### config.mk
export PLATFORM = sky130hd
export DESIGN_NAME = ubp_stage
export DESIGN_NICKNAME = d
export VERILOG_FILES = /design/src/ubp_stage.v
export VERILOG_INCLUDE_DIRS = /design/src /design/src/src
export SDC_FILE = /design/constraint.sdc
export NUM_CORES = 2
export LEC_CHECK = 0
export ABC_AREA = 1
export BUFFER_PORTS_ARGS = -buffer_cell sky130_fd_sc_hd__buf_2
export CORE_MARGIN = 4
export CORE_UTILIZATION = 40
export DETAILED_ROUTE_END_ITERATION = 12
export GPL_TIMING_DRIVEN = 0
export SYNTH_ARGS = -nofsm -noshare
export SYNTH_HDL_FRONTEND = slang
export SYNTH_SLANG_ARGS = --single-unit
export TNS_END_PERCENT = 10
### constraint.sdc
create_clock -name mclk -period 7.85 [get_ports mclk]
set_input_delay 0.3925 -clock mclk [delete_from_list [all_inputs] [get_ports mclk]]
set_output_delay 0.3925 -clock mclk [all_outputs]
set_load 0.01 [all_outputs]
### src/ubp_defines.vh
`ifndef UBP_DEFINES_VH
`define UBP_DEFINES_VH
// ==========================================
// clock and timing
`define UBP_CLK_PERIOD_NS 10
`define UBP_TICK_US 5000
`define UBP_TMAX_S 1800
`define UBP_TMAX_TICKS (`UBP_TMAX_S*1000000/`UBP_TICK_US)
// ==========================================
// register offsets
`define UBP_REG_CTRL 8'h00
`define UBP_REG_MINLOAD 8'h04
`define UBP_REG_DELAY 8'h08
`define UBP_REG_KMULT 8'h0C
`define UBP_REG_GSEL 8'h10
`define UBP_REG_NEGSET 8'h14
`define UBP_REG_RATSET 8'h18
`define UBP_REG_STATUS 8'h20
`define UBP_REG_RATIO 8'h24
`define UBP_REG_MSET 8'h28
`define UBP_REG_EXPECT 8'h2C
`define UBP_REG_REMAIN 8'h30
`define UBP_REG_REC_ANG 8'h34
`define UBP_REG_REC_ZERO 8'h38
// ==========================================
// control fields
`define UBP_CTRL_MODE 0
`define UBP_CTRL_FORCE_LO 1
`define UBP_CTRL_FORCE_EN 3
`define UBP_CTRL_DLY_LO 4
`define UBP_CTRL_GRP_LO 6
// ==========================================
// conditions and delay types
`define UBP_COND_NORMAL 2'h0
`define UBP_COND_START 2'h1
`define UBP_COND_TRIP 2'h2
`define UBP_COND_BLOCKED 2'h3
`define UBP_DLY_INSTANT 2'h0
`define UBP_DLY_DEFINITE 2'h1
`define UBP_DLY_QUAD 2'h2
// ==========================================
// settings, limits and reset values
`define UBP_NEGSET_MIN 16'h0001
`define UBP_NEGSET_MAX 16'h0FA0
`define UBP_NEGSET_RST 16'h0014
`define UBP_RATSET_MIN 16'h0064
`define UBP_RATSET_MAX 16'h4E20
`define UBP_RATSET_RST 16'h07D0
`define UBP_RESET_PCT 40'h0000000061
`define UBP_FULL_PCT 40'h0000000064
`define UBP_RATIO_SCALE 32'h00002710
`define UBP_MSET_SCALE 32'h00000064
`define UBP_RATIO_MAX 32'h3B9ACA00
`define UBP_MSET_MAX 32'h00989680
`define UBP_MINLOAD_RST 16'h000A
`define UBP_DELAY_RST 19'h00014
`define UBP_KMULT_RST 32'h00002710
`endif

### src/ubp_stage.v
// Our own choices: the strobed register port and the address map.
`include "ubp_defines.vh"
module ubp_stage #(
	parameter TICK_CYC = `UBP_TICK_US * 1000 / `UBP_CLK_PERIOD_NS,
	parameter NGRP = 8,
	parameter MW = 16
) (
	// clock and reset
	input wire mclk,
	input wire rst,
	// register port
	input wire [7:0] reg_addr,
	input wire [31:0] reg_wdata,
	input wire reg_wr,
	input wire reg_rd,
	output reg [31:0] reg_rdata,
	// measurement front end, same clock
	input wire [MW-1:0] positive_seq_current,
	input wire [MW-1:0] negative_seq_current,
	input wire [MW-1:0] zero_seq_current,
	input wire [15:0] positive_seq_angle,
	input wire [15:0] negative_seq_angle,
	input wire [15:0] zero_seq_angle,
	input wire [MW-1:0] phase_a_fundamental,
	input wire [MW-1:0] phase_b_fundamental,
	input wire [MW-1:0] phase_c_fundamental,
	// blocking matrix pin
	input wire block_in,
	// status outputs
	output reg [1:0] condition,
	output reg start_out,
	output reg trip_out,
	output reg blocked_out
);
	localparam ST_NORMAL = 2'h0;
	localparam ST_START = 2'h1;
	localparam ST_TRIP = 2'h2;
	localparam ST_BLOCKED = 2'h3;
	localparam [31:0] TMAX_W = `UBP_TMAX_TICKS;
	localparam [18:0] TMAX = TMAX_W[18:0];

	// clamp a written setting into its legal range
	function [15:0] clampw;
		input [31:0] v;
		input [15:0] lo;
		input [15:0] hi;
		begin
			if (v < {16'h0000, lo})
				clampw = lo;
			else if (v > {16'h0000, hi})
				clampw = hi;
			else
				clampw = v[15:0];
		end
	endfunction

	// saturate a quotient to a ceiling
	function [31:0] sat;
		input [31:0] v;
		input [31:0] hi;
		begin
			sat = (v > hi) ? hi : v;
		end
	endfunction

	// ==========================================
	// settings
	reg mode_reg;
	reg [1:0] force_reg;
	reg force_en_reg;
	reg [1:0] dly_reg;
	reg [2:0] grp_reg;
	reg [2:0] gsel_reg;
	reg [15:0] minload_reg;
	reg [18:0] delay_reg;
	reg [31:0] kmult_reg;
	reg [15:0] negset_mem [0:NGRP-1];
	reg [15:0] ratset_mem [0:NGRP-1];
	integer i;

	// mode, force, delay type live outside the groups
	always @(posedge mclk) begin
		if (rst) begin
			mode_reg <= 1'b0;
			force_reg <= `UBP_COND_NORMAL;
			force_en_reg <= 1'b0;
			dly_reg <= `UBP_DLY_DEFINITE;
			grp_reg <= 3'h0;
			gsel_reg <= 3'h0;
			minload_reg <= `UBP_MINLOAD_RST;
			delay_reg <= `UBP_DELAY_RST;
			kmult_reg <= `UBP_KMULT_RST;
			for (i = 0; i < NGRP; i = i + 1) begin
				negset_mem[i] <= `UBP_NEGSET_RST;
				ratset_mem[i] <= `UBP_RATSET_RST;
			end
		end else if (reg_wr) begin
			case (reg_addr)
				`UBP_REG_CTRL: begin
					mode_reg <= reg_wdata[`UBP_CTRL_MODE];
					force_reg <= reg_wdata[`UBP_CTRL_FORCE_LO+:2];
					force_en_reg <= reg_wdata[`UBP_CTRL_FORCE_EN];
					dly_reg <= reg_wdata[`UBP_CTRL_DLY_LO+:2];
					grp_reg <= reg_wdata[`UBP_CTRL_GRP_LO+:3];
				end
				`UBP_REG_MINLOAD: minload_reg <= reg_wdata[15:0];
				`UBP_REG_DELAY: delay_reg <= (reg_wdata > {13'h0, TMAX}) ? TMAX : reg_wdata[18:0];
				`UBP_REG_KMULT: kmult_reg <= reg_wdata;
				`UBP_REG_GSEL: gsel_reg <= reg_wdata[2:0];
				`UBP_REG_NEGSET: negset_mem[gsel_reg] <=
					clampw(reg_wdata, `UBP_NEGSET_MIN, `UBP_NEGSET_MAX);
				`UBP_REG_RATSET: ratset_mem[gsel_reg] <=
					clampw(reg_wdata, `UBP_RATSET_MIN, `UBP_RATSET_MAX);
				default: ;
			endcase
		end
	end

	// active group read live, so a group switch takes hold next cycle
	wire [15:0] negset = negset_mem[grp_reg];
	wire [15:0] ratset = ratset_mem[grp_reg];

	// ==========================================
	// program cycle divider and block synchroniser
	reg [31:0] tick_cnt_reg;
	reg tick_reg;
	reg blk_meta_reg;
	reg blk_sync_reg;
	reg blk_reg;

	always @(posedge mclk) begin
		if (rst) begin
			tick_cnt_reg <= 32'h0;
			tick_reg <= 1'b0;
		end else if (tick_cnt_reg == TICK_CYC - 1) begin
			tick_cnt_reg <= 32'h0;
			tick_reg <= 1'b1;
		end else begin
			tick_cnt_reg <= tick_cnt_reg + 32'h1;
			tick_reg <= 1'b0;
		end
	end

	// block from another domain: two flops, then one sample per cycle
	always @(posedge mclk) begin
		if (rst) begin
			blk_meta_reg <= 1'b0;
			blk_sync_reg <= 1'b0;
			blk_reg <= 1'b0;
		end else begin
			blk_meta_reg <= block_in;
			blk_sync_reg <= blk_meta_reg;
			if (tick_reg)
				blk_reg <= blk_sync_reg;
		end
	end

	// ==========================================
	// measurement sampling
	reg [MW-1:0] pos_reg;
	reg [MW-1:0] neg_reg;
	reg ld_ok_reg;

	always @(posedge mclk) begin
		if (rst) begin
			pos_reg <= {MW{1'b0}};
			neg_reg <= {MW{1'b0}};
			ld_ok_reg <= 1'b0;
		end else if (tick_reg) begin
			pos_reg <= positive_seq_current;
			neg_reg <= negative_seq_current;
			ld_ok_reg <= (phase_a_fundamental >= minload_reg) &&
				(phase_b_fundamental >= minload_reg) &&
				(phase_c_fundamental >= minload_reg);
		end
	end

	// ==========================================
	// shared serial divider: ratio, measured/set, curve time
	reg [1:0] dop_reg;
	reg [5:0] dcnt_reg;
	reg dbusy_reg;
	reg [31:0] dq_reg;
	reg [32:0] dr_reg;
	reg [31:0] dden_reg;
	reg [31:0] ratio_reg;
	reg [31:0] mset_reg;
	reg [31:0] quad_reg;
	wire [31:0] neg_sq = {16'h0, neg_reg} * {16'h0, neg_reg};
	wire [31:0] set_sq = {16'h0, negset} * {16'h0, negset};
	wire [32:0] dr_sh = {dr_reg[31:0], dq_reg[31]};
	wire dfit = dr_sh >= {1'b0, dden_reg};
	reg [31:0] dnum;
	reg [31:0] dden;

	// operands per step; negative-or-zero square gap gives zero divisor
	always @* begin
		case (dop_reg)
			2'h0: begin
				dnum = {16'h0, neg_reg} * `UBP_RATIO_SCALE;
				dden = {16'h0, pos_reg};
			end
			2'h1: begin
				dnum = {16'h0, neg_reg} * `UBP_MSET_SCALE;
				dden = {16'h0, negset};
			end
			default: begin
				dnum = kmult_reg;
				dden = (neg_sq > set_sq) ? neg_sq - set_sq : 32'h0;
			end
		endcase
	end

	// restoring division, 32 steps; zero divisor gives zero ratio, saturated curve time
	always @(posedge mclk) begin
		if (rst) begin
			dop_reg <= 2'h0;
			dcnt_reg <= 6'h0;
			dbusy_reg <= 1'b0;
			dq_reg <= 32'h0;
			dr_reg <= 33'h0;
			dden_reg <= 32'h0;
			ratio_reg <= 32'h0;
			mset_reg <= 32'h0;
			quad_reg <= 32'hFFFFFFFF;
		end else if (tick_reg) begin
			dop_reg <= 2'h0;
			dcnt_reg <= 6'h0;
			dbusy_reg <= 1'b0;
		end else if (!dbusy_reg && dop_reg != 2'h3) begin
			dbusy_reg <= 1'b1;
			dq_reg <= dnum;
			dr_reg <= 33'h0;
			dden_reg <= dden;
		end else if (dbusy_reg && dcnt_reg != 6'h20) begin
			dcnt_reg <= dcnt_reg + 6'h1;
			dr_reg <= dfit ? dr_sh - {1'b0, dden_reg} : dr_sh;
			dq_reg <= {dq_reg[30:0], dfit};
		end else if (dbusy_reg) begin
			case (dop_reg)
				2'h0: ratio_reg <= (dden_reg == 32'h0) ? 32'h0 : sat(dq_reg, `UBP_RATIO_MAX);
				2'h1: mset_reg <= sat(dq_reg, `UBP_MSET_MAX);
				default: quad_reg <= (dden_reg == 32'h0) ? 32'hFFFFFFFF : dq_reg;
			endcase
			dop_reg <= dop_reg + 2'h1;
			dcnt_reg <= 6'h0;
			dbusy_reg <= 1'b0;
		end
	end
	// one idle cycle between steps lets the operand mux follow the new dop_reg
	// before the load; three steps of 34 cycles fit well inside one tick

	// ==========================================
	// pick-up with fixed 97 percent release
	reg pick_reg;
	wire [31:0] mon = mode_reg ? ratio_reg : {16'h0, neg_reg};
	wire [31:0] setv = mode_reg ? {16'h0, ratset} : {16'h0, negset};
	wire ratio_ok = (pos_reg != {MW{1'b0}}) && ld_ok_reg;
	wire above = mon > setv;
	wire below = ({8'h0, mon} * `UBP_FULL_PCT) < ({8'h0, setv} * `UBP_RESET_PCT);

	always @(posedge mclk) begin
		if (rst)
			pick_reg <= 1'b0;
		else if (tick_reg) begin
			if (mode_reg && !ratio_ok)
				pick_reg <= 1'b0;
			else if (!pick_reg)
				pick_reg <= above;
			else
				pick_reg <= !below;
		end
	end

	// ==========================================
	// operating time and condition machine
	reg [1:0] st_reg;
	reg [1:0] st_next;
	reg [18:0] elapsed_reg;
	reg [18:0] expect_reg;
	reg [15:0] rec_zero_reg;
	reg [15:0] rec_pang_reg;
	reg [15:0] rec_nang_reg;
	reg [15:0] rec_zang_reg;
	wire [18:0] quad_t = (quad_reg > {13'h0, TMAX}) ? TMAX : quad_reg[18:0];
	wire [19:0] remain = {1'b0, expect_reg} - {1'b0, elapsed_reg};
	reg [18:0] expect_next;

	// expected time per delay type
	always @* begin
		case (dly_reg)
			`UBP_DLY_INSTANT: expect_next = 19'h0;
			`UBP_DLY_DEFINITE: expect_next = delay_reg;
			default: expect_next = quad_t;
		endcase
	end

	// block is only looked at once per cycle, hence the 5 ms lead
	always @* begin
		st_next = st_reg;
		case (st_reg)
			ST_NORMAL: begin
				if (pick_reg && blk_reg)
					st_next = ST_BLOCKED;
				else if (pick_reg)
					st_next = (expect_next == 19'h0) ? ST_TRIP : ST_START;
			end
			ST_START: begin
				if (!pick_reg)
					st_next = ST_NORMAL;
				else if (blk_reg)
					st_next = ST_BLOCKED;
				else if (elapsed_reg + 19'h1 >= expect_next)
					st_next = ST_TRIP;
			end
			ST_TRIP: begin
				if (!pick_reg)
					st_next = ST_NORMAL;
			end
			ST_BLOCKED: begin
				if (!pick_reg)
					st_next = ST_NORMAL;
			end
			default: st_next = ST_NORMAL;
		endcase
	end

	always @(posedge mclk) begin
		if (rst) begin
			st_reg <= ST_NORMAL;
			elapsed_reg <= 19'h0;
			expect_reg <= 19'h0;
			rec_zero_reg <= 16'h0;
			rec_pang_reg <= 16'h0;
			rec_nang_reg <= 16'h0;
			rec_zang_reg <= 16'h0;
		end else if (tick_reg) begin
			st_reg <= st_next;
			expect_reg <= expect_next;
			// timer restarts on any leave of start except to trip, where it holds
			if (st_next == ST_START)
				elapsed_reg <= (st_reg == ST_START) ? elapsed_reg + 19'h1 : 19'h0;
			else if (st_next != ST_TRIP)
				elapsed_reg <= 19'h0;
			// fault record snapshot; kept out of the decision path
			if (st_reg == ST_NORMAL && st_next != ST_NORMAL) begin
				rec_zero_reg <= zero_seq_current;
				rec_pang_reg <= positive_seq_angle;
				rec_nang_reg <= negative_seq_angle;
				rec_zang_reg <= zero_seq_angle;
			end
		end
	end

	// outputs, force only counts with global forcing enabled
	wire [1:0] cond_eff = force_en_reg ? force_reg : st_reg;
	always @(posedge mclk) begin
		if (rst) begin
			condition <= `UBP_COND_NORMAL;
			start_out <= 1'b0;
			trip_out <= 1'b0;
			blocked_out <= 1'b0;
		end else begin
			condition <= cond_eff;
			start_out <= (cond_eff == `UBP_COND_START) || (cond_eff == `UBP_COND_TRIP);
			trip_out <= cond_eff == `UBP_COND_TRIP;
			blocked_out <= cond_eff == `UBP_COND_BLOCKED;
		end
	end

	// ==========================================
	// register read, unmapped reads zero
	always @(posedge mclk) begin
		if (rst)
			reg_rdata <= 32'h0;
		else if (reg_rd) begin
			case (reg_addr)
				`UBP_REG_CTRL: reg_rdata <= {23'h0, grp_reg, dly_reg, force_en_reg,
					force_reg, mode_reg};
				`UBP_REG_MINLOAD: reg_rdata <= {16'h0, minload_reg};
				`UBP_REG_DELAY: reg_rdata <= {13'h0, delay_reg};
				`UBP_REG_KMULT: reg_rdata <= kmult_reg;
				`UBP_REG_GSEL: reg_rdata <= {29'h0, gsel_reg};
				`UBP_REG_NEGSET: reg_rdata <= {16'h0, negset_mem[gsel_reg]};
				`UBP_REG_RATSET: reg_rdata <= {16'h0, ratset_mem[gsel_reg]};
				`UBP_REG_STATUS: reg_rdata <= {28'h0, blk_reg, pick_reg, cond_eff};
				`UBP_REG_RATIO: reg_rdata <= ratio_reg;
				`UBP_REG_MSET: reg_rdata <= mset_reg;
				`UBP_REG_EXPECT: reg_rdata <= {13'h0, expect_reg};
				`UBP_REG_REMAIN: reg_rdata <= {{12{remain[19]}}, remain};
				`UBP_REG_REC_ANG: reg_rdata <= {rec_nang_reg, rec_pang_reg};
				`UBP_REG_REC_ZERO: reg_rdata <= {rec_zang_reg, rec_zero_reg};
				default: reg_rdata <= 32'h0;
			endcase
		end
	end
endmodule // ubp_stage

==> flow_metrics.tcl <==
set metrics [dict create \
    synthTopCellsByCount "1574 x inv_1, 1319 x nand2_1, 834 x a21oi_1" \
    rsz0062_at_grt "yes" \
    yosys.cell_types.count 67 \
    finalHoldViolCount 0 \
    synthAdderAreaFrac_pct 25.7 \
    synth-simple-area-share_pct 15.9 \
    wire_per_inst_um 24.3 \
    p_per_area_nw_per_um2 232 \
    overflow 0 \
    viasPerCell 5.58 \
    synth_edf_count 256 \
    fin_crit_sh_pct 106 \
    cellInternalPower_mw 10.6 \
    setup_violations 33 \
    synth_top_family_by_area "adder cells" \
    core_sq_um 165000 \
    post-synth-top-area-fraction_pct 15.0 \
    violations "negative setup slack" \
    comb_power_share_pct 51.0 \
    nets 10500 \
    synthMuxAreaShare_pct 0 \
    dp_hpwl_mm 221 \
    critical_path.startpoint_type "register" \
    yosysMostFrequentCell "inv_1" \
    syn2layout_area_growth_pct 16.6 \
    vdd_drop_max_mv 0.499 \
    row_count 149 \
    cts_tree "done" \
    ys_warn_count 0 \
    cp-end-kind "register" \
    grt_max_degree 17 \
    antenna_found_initial 6 \
    worst-path-max-fanout 8 \
    die_w_um 415 \
    synthCells 8659 \
    seqPwrFrac_pct 23.6 \
    syn_area_sq_um 66300 \
    dr.pass1.iters 8 \
    status "finished with violations" \
    relSlewSlack_pct 8.76 \
    reg_top3 "negset_mem: 128 flops, ratset_mem: 128 flops" \
    cap_violations 0 \
    crit_arrival_ps 8910 \
    grtUsageTotal_pct 31.5 \
    start_util_pct 40.2 \
    insertion_delay_ps 730 \
    power_leakage_nw 35.8 \
    die-area_sq_um 172000 \
    tightest_slew_ps 1370 \
    fill_cells 16500 \
    ant_nets 0 \
    first_iter_violations 6518 \
    gp_congestion 1.04 \
    fin_crit_ps 8350 \
    synth_seq_cells 753 \
    yosysTopAreaCell "dfxtp_1" \
    synth_compound_area_share_pct 17.8 \
    cp_slowest_stage_delay_ps 530 \
    h-tree-depth 3 \
    drive_above_1_share_pct 9.55 \
    clkSinkCount 753 \
    die_height_um 415 \
    vias 64200 \
    placement.io_buffers 222 \
    grt_pass1_wl_mm 408 \
    worstSetupPathType "reg -> reg" \
    yosys-top-cells-area "dfxtp_1 15%, ha_1 13%, fa_1 12%, edfxtp_1 12%, inv_1 8.9%" \
    cts-root-buf "clkbuf_16" \
    pwr-share-clk_pct 25.4 \
    switching_share_pct 41.1 \
    synth_area_per_cell_sq_um 7.66 \
    placed_cell_area_sq_um 70400 \
    synthArstFlopShare_pct 0 \
    grt_pass1_vias 63700 \
    seq_area_frac_synth_pct 26.6 \
    synthFlopType "dfxtp_1" \
    clk_pin_slew_worst_paths_ps 60 \
    fin_ws_ps -499 \
    clk_path_buf_depth 3 \
    synth-xor-area-share_pct 2.88 \
    slowest_stage "fa_2" \
    switching_power_mw 7.38 \
    min_path_type "in -> reg" \
    ios 226 \
    drc_errors 0 \
    required_ps 8410 \
    fin_area_sq_um 77300 \
    post-route-util_pct 46.9 \
    numCtsBuffers 90 \
    clock_skew_ps 45.0 \
    slew_violations 0 \
    drt-total-wl_mm 280 \
    clock.fmax_mhz 120 \
]
==> per-layer routing <==
layer | wire length (um) | up-vias | global-route usage [%] | part of all wire, %
li1 | - | 29700 | - | -
met1 | 111000 | 30600 | 39.9 | 40
met2 | 122000 | 3061 | 49.0 | 44
met3 | 25200 | 796 | 6.36 | 9.0
met4 | 21100 | 2 | 19.9 | 7.6
met5 | 11 | - | 0 | 0.0039
==> power groups by stage <==
stage,logic [mW],registers (mW),clock network [mW]
6_report,9.15,4.23,4.55
5_1_grt,10.1,4.23,4.72
4_1_cts,8.57,4.22,4.57
3_5_place_dp,6.97,4.31,0
3_3_place_gp,6.91,4.31,0
2_1_floorplan,5.24,4.26,0
==> cells by family after synthesis <==
group,after synthesis
flip-flops,753
AND/OR/NAND/NOR,2553
XOR/XNOR,218
AO/OA/AOI/OAI,2082
other,1
buffers and inverters,1935
adder cells (fa/ha/maj),1117
==> final cells by class <==
cell class | instances | area, sq um | area share [%]
inverters | 1600 | 6090 | 7.88
flip-flops and latches | 753 | 17700 | 22.9
plain buffers | 333 | 1890 | 2.45
multi-input cells | 6010 | 42500 | 55.0
well taps | 2189 | 2740 | 3.54
repair buffers | 446 | 3230 | 4.17
clock buffers | 120 | 2560 | 3.31
clock inverters | 46 | 593 | 0.768
diodes | 4 | 10.0 | 0.0130
==> placed cells by master (no fill, tap or decap), drive strengths merged, types with 40 or more instances in the layout <==
| master | synthesis | routed |
|---|---|---|
| fa | 409 | 409 |
| a31oi | 64 | 64 |
| clkbuf | 266 | 380 |
| dlygate4sd3 | 0 | 91 |
| o22ai | 48 | 48 |
| nor3 | 89 | 89 |
| nand2 | 1326 | 1326 |
| inv | 1576 | 1575 |
| ha | 708 | 708 |
| o211ai | 192 | 192 |
| nor2 | 720 | 720 |
| a21oi | 836 | 836 |
| conb | 1 | 40 |
| nor4 | 46 | 46 |
| xor2 | 141 | 141 |
| clkinv | 24 | 47 |
| edfxtp | 256 | 256 |
| buf | 69 | 426 |
| nand4 | 69 | 69 |
| xnor2 | 77 | 77 |
| dfxtp | 497 | 497 |
| nand3 | 245 | 245 |
| o21ai | 701 | 701 |
==> stage by stage <==
step / setup TNS (ps) / cells / hold WS [ps] / total power, mW / worst slack [ps]
after global routing: -23060 / 11500 / 15.4 / 19.0 / -796
after detailed placement: -84010 / 11100 / 416 / 11.3 / -2790
after CTS: -6930 / 11500 / 0.289 / 17.4 / -301
after floorplan: 0 / 8698 / 388 / 9.51 / 10.8
final: -13160 / 11500 / 29.5 / 17.9 / -499
after global placement: -81480 / 11100 / 408 / 11.2 / -2700
==> what timing repair did <==
action | in CTS | in global routing
hold endpoints to repair | 91 | 0
setup endpoints to repair | 33 | 33
gates resized for setup | 375 | 130
pin swaps | 94 | 98
setup buffers | 88 | 40
cloned | 4 | 1
hold buffers | 91 | 0
==> worst max-delay path: cells and delay by family (launching register included) <==
family          cells  cell delay [ps]
fa+ha+maj           8             3510
buf+inv            16             1640
compound gates      9             1500
simple gates       10             1030
flops               1              430
xor+xnor            1              110
==> worst paths after layout <==
path                            slack [ps]           end                      from  cells after the start
worst max-delay path                  -500  dden_reg[27]                  register                     44
worst min register to register         420  blk_sync_reg              blk_meta_reg                      2
worst max register to register        -500  dden_reg[27]                  register                     44
worst min-delay path                    30   pos_reg[12]  positive_seq_current[12]                      3
Power figures use the tool's default switching activity.
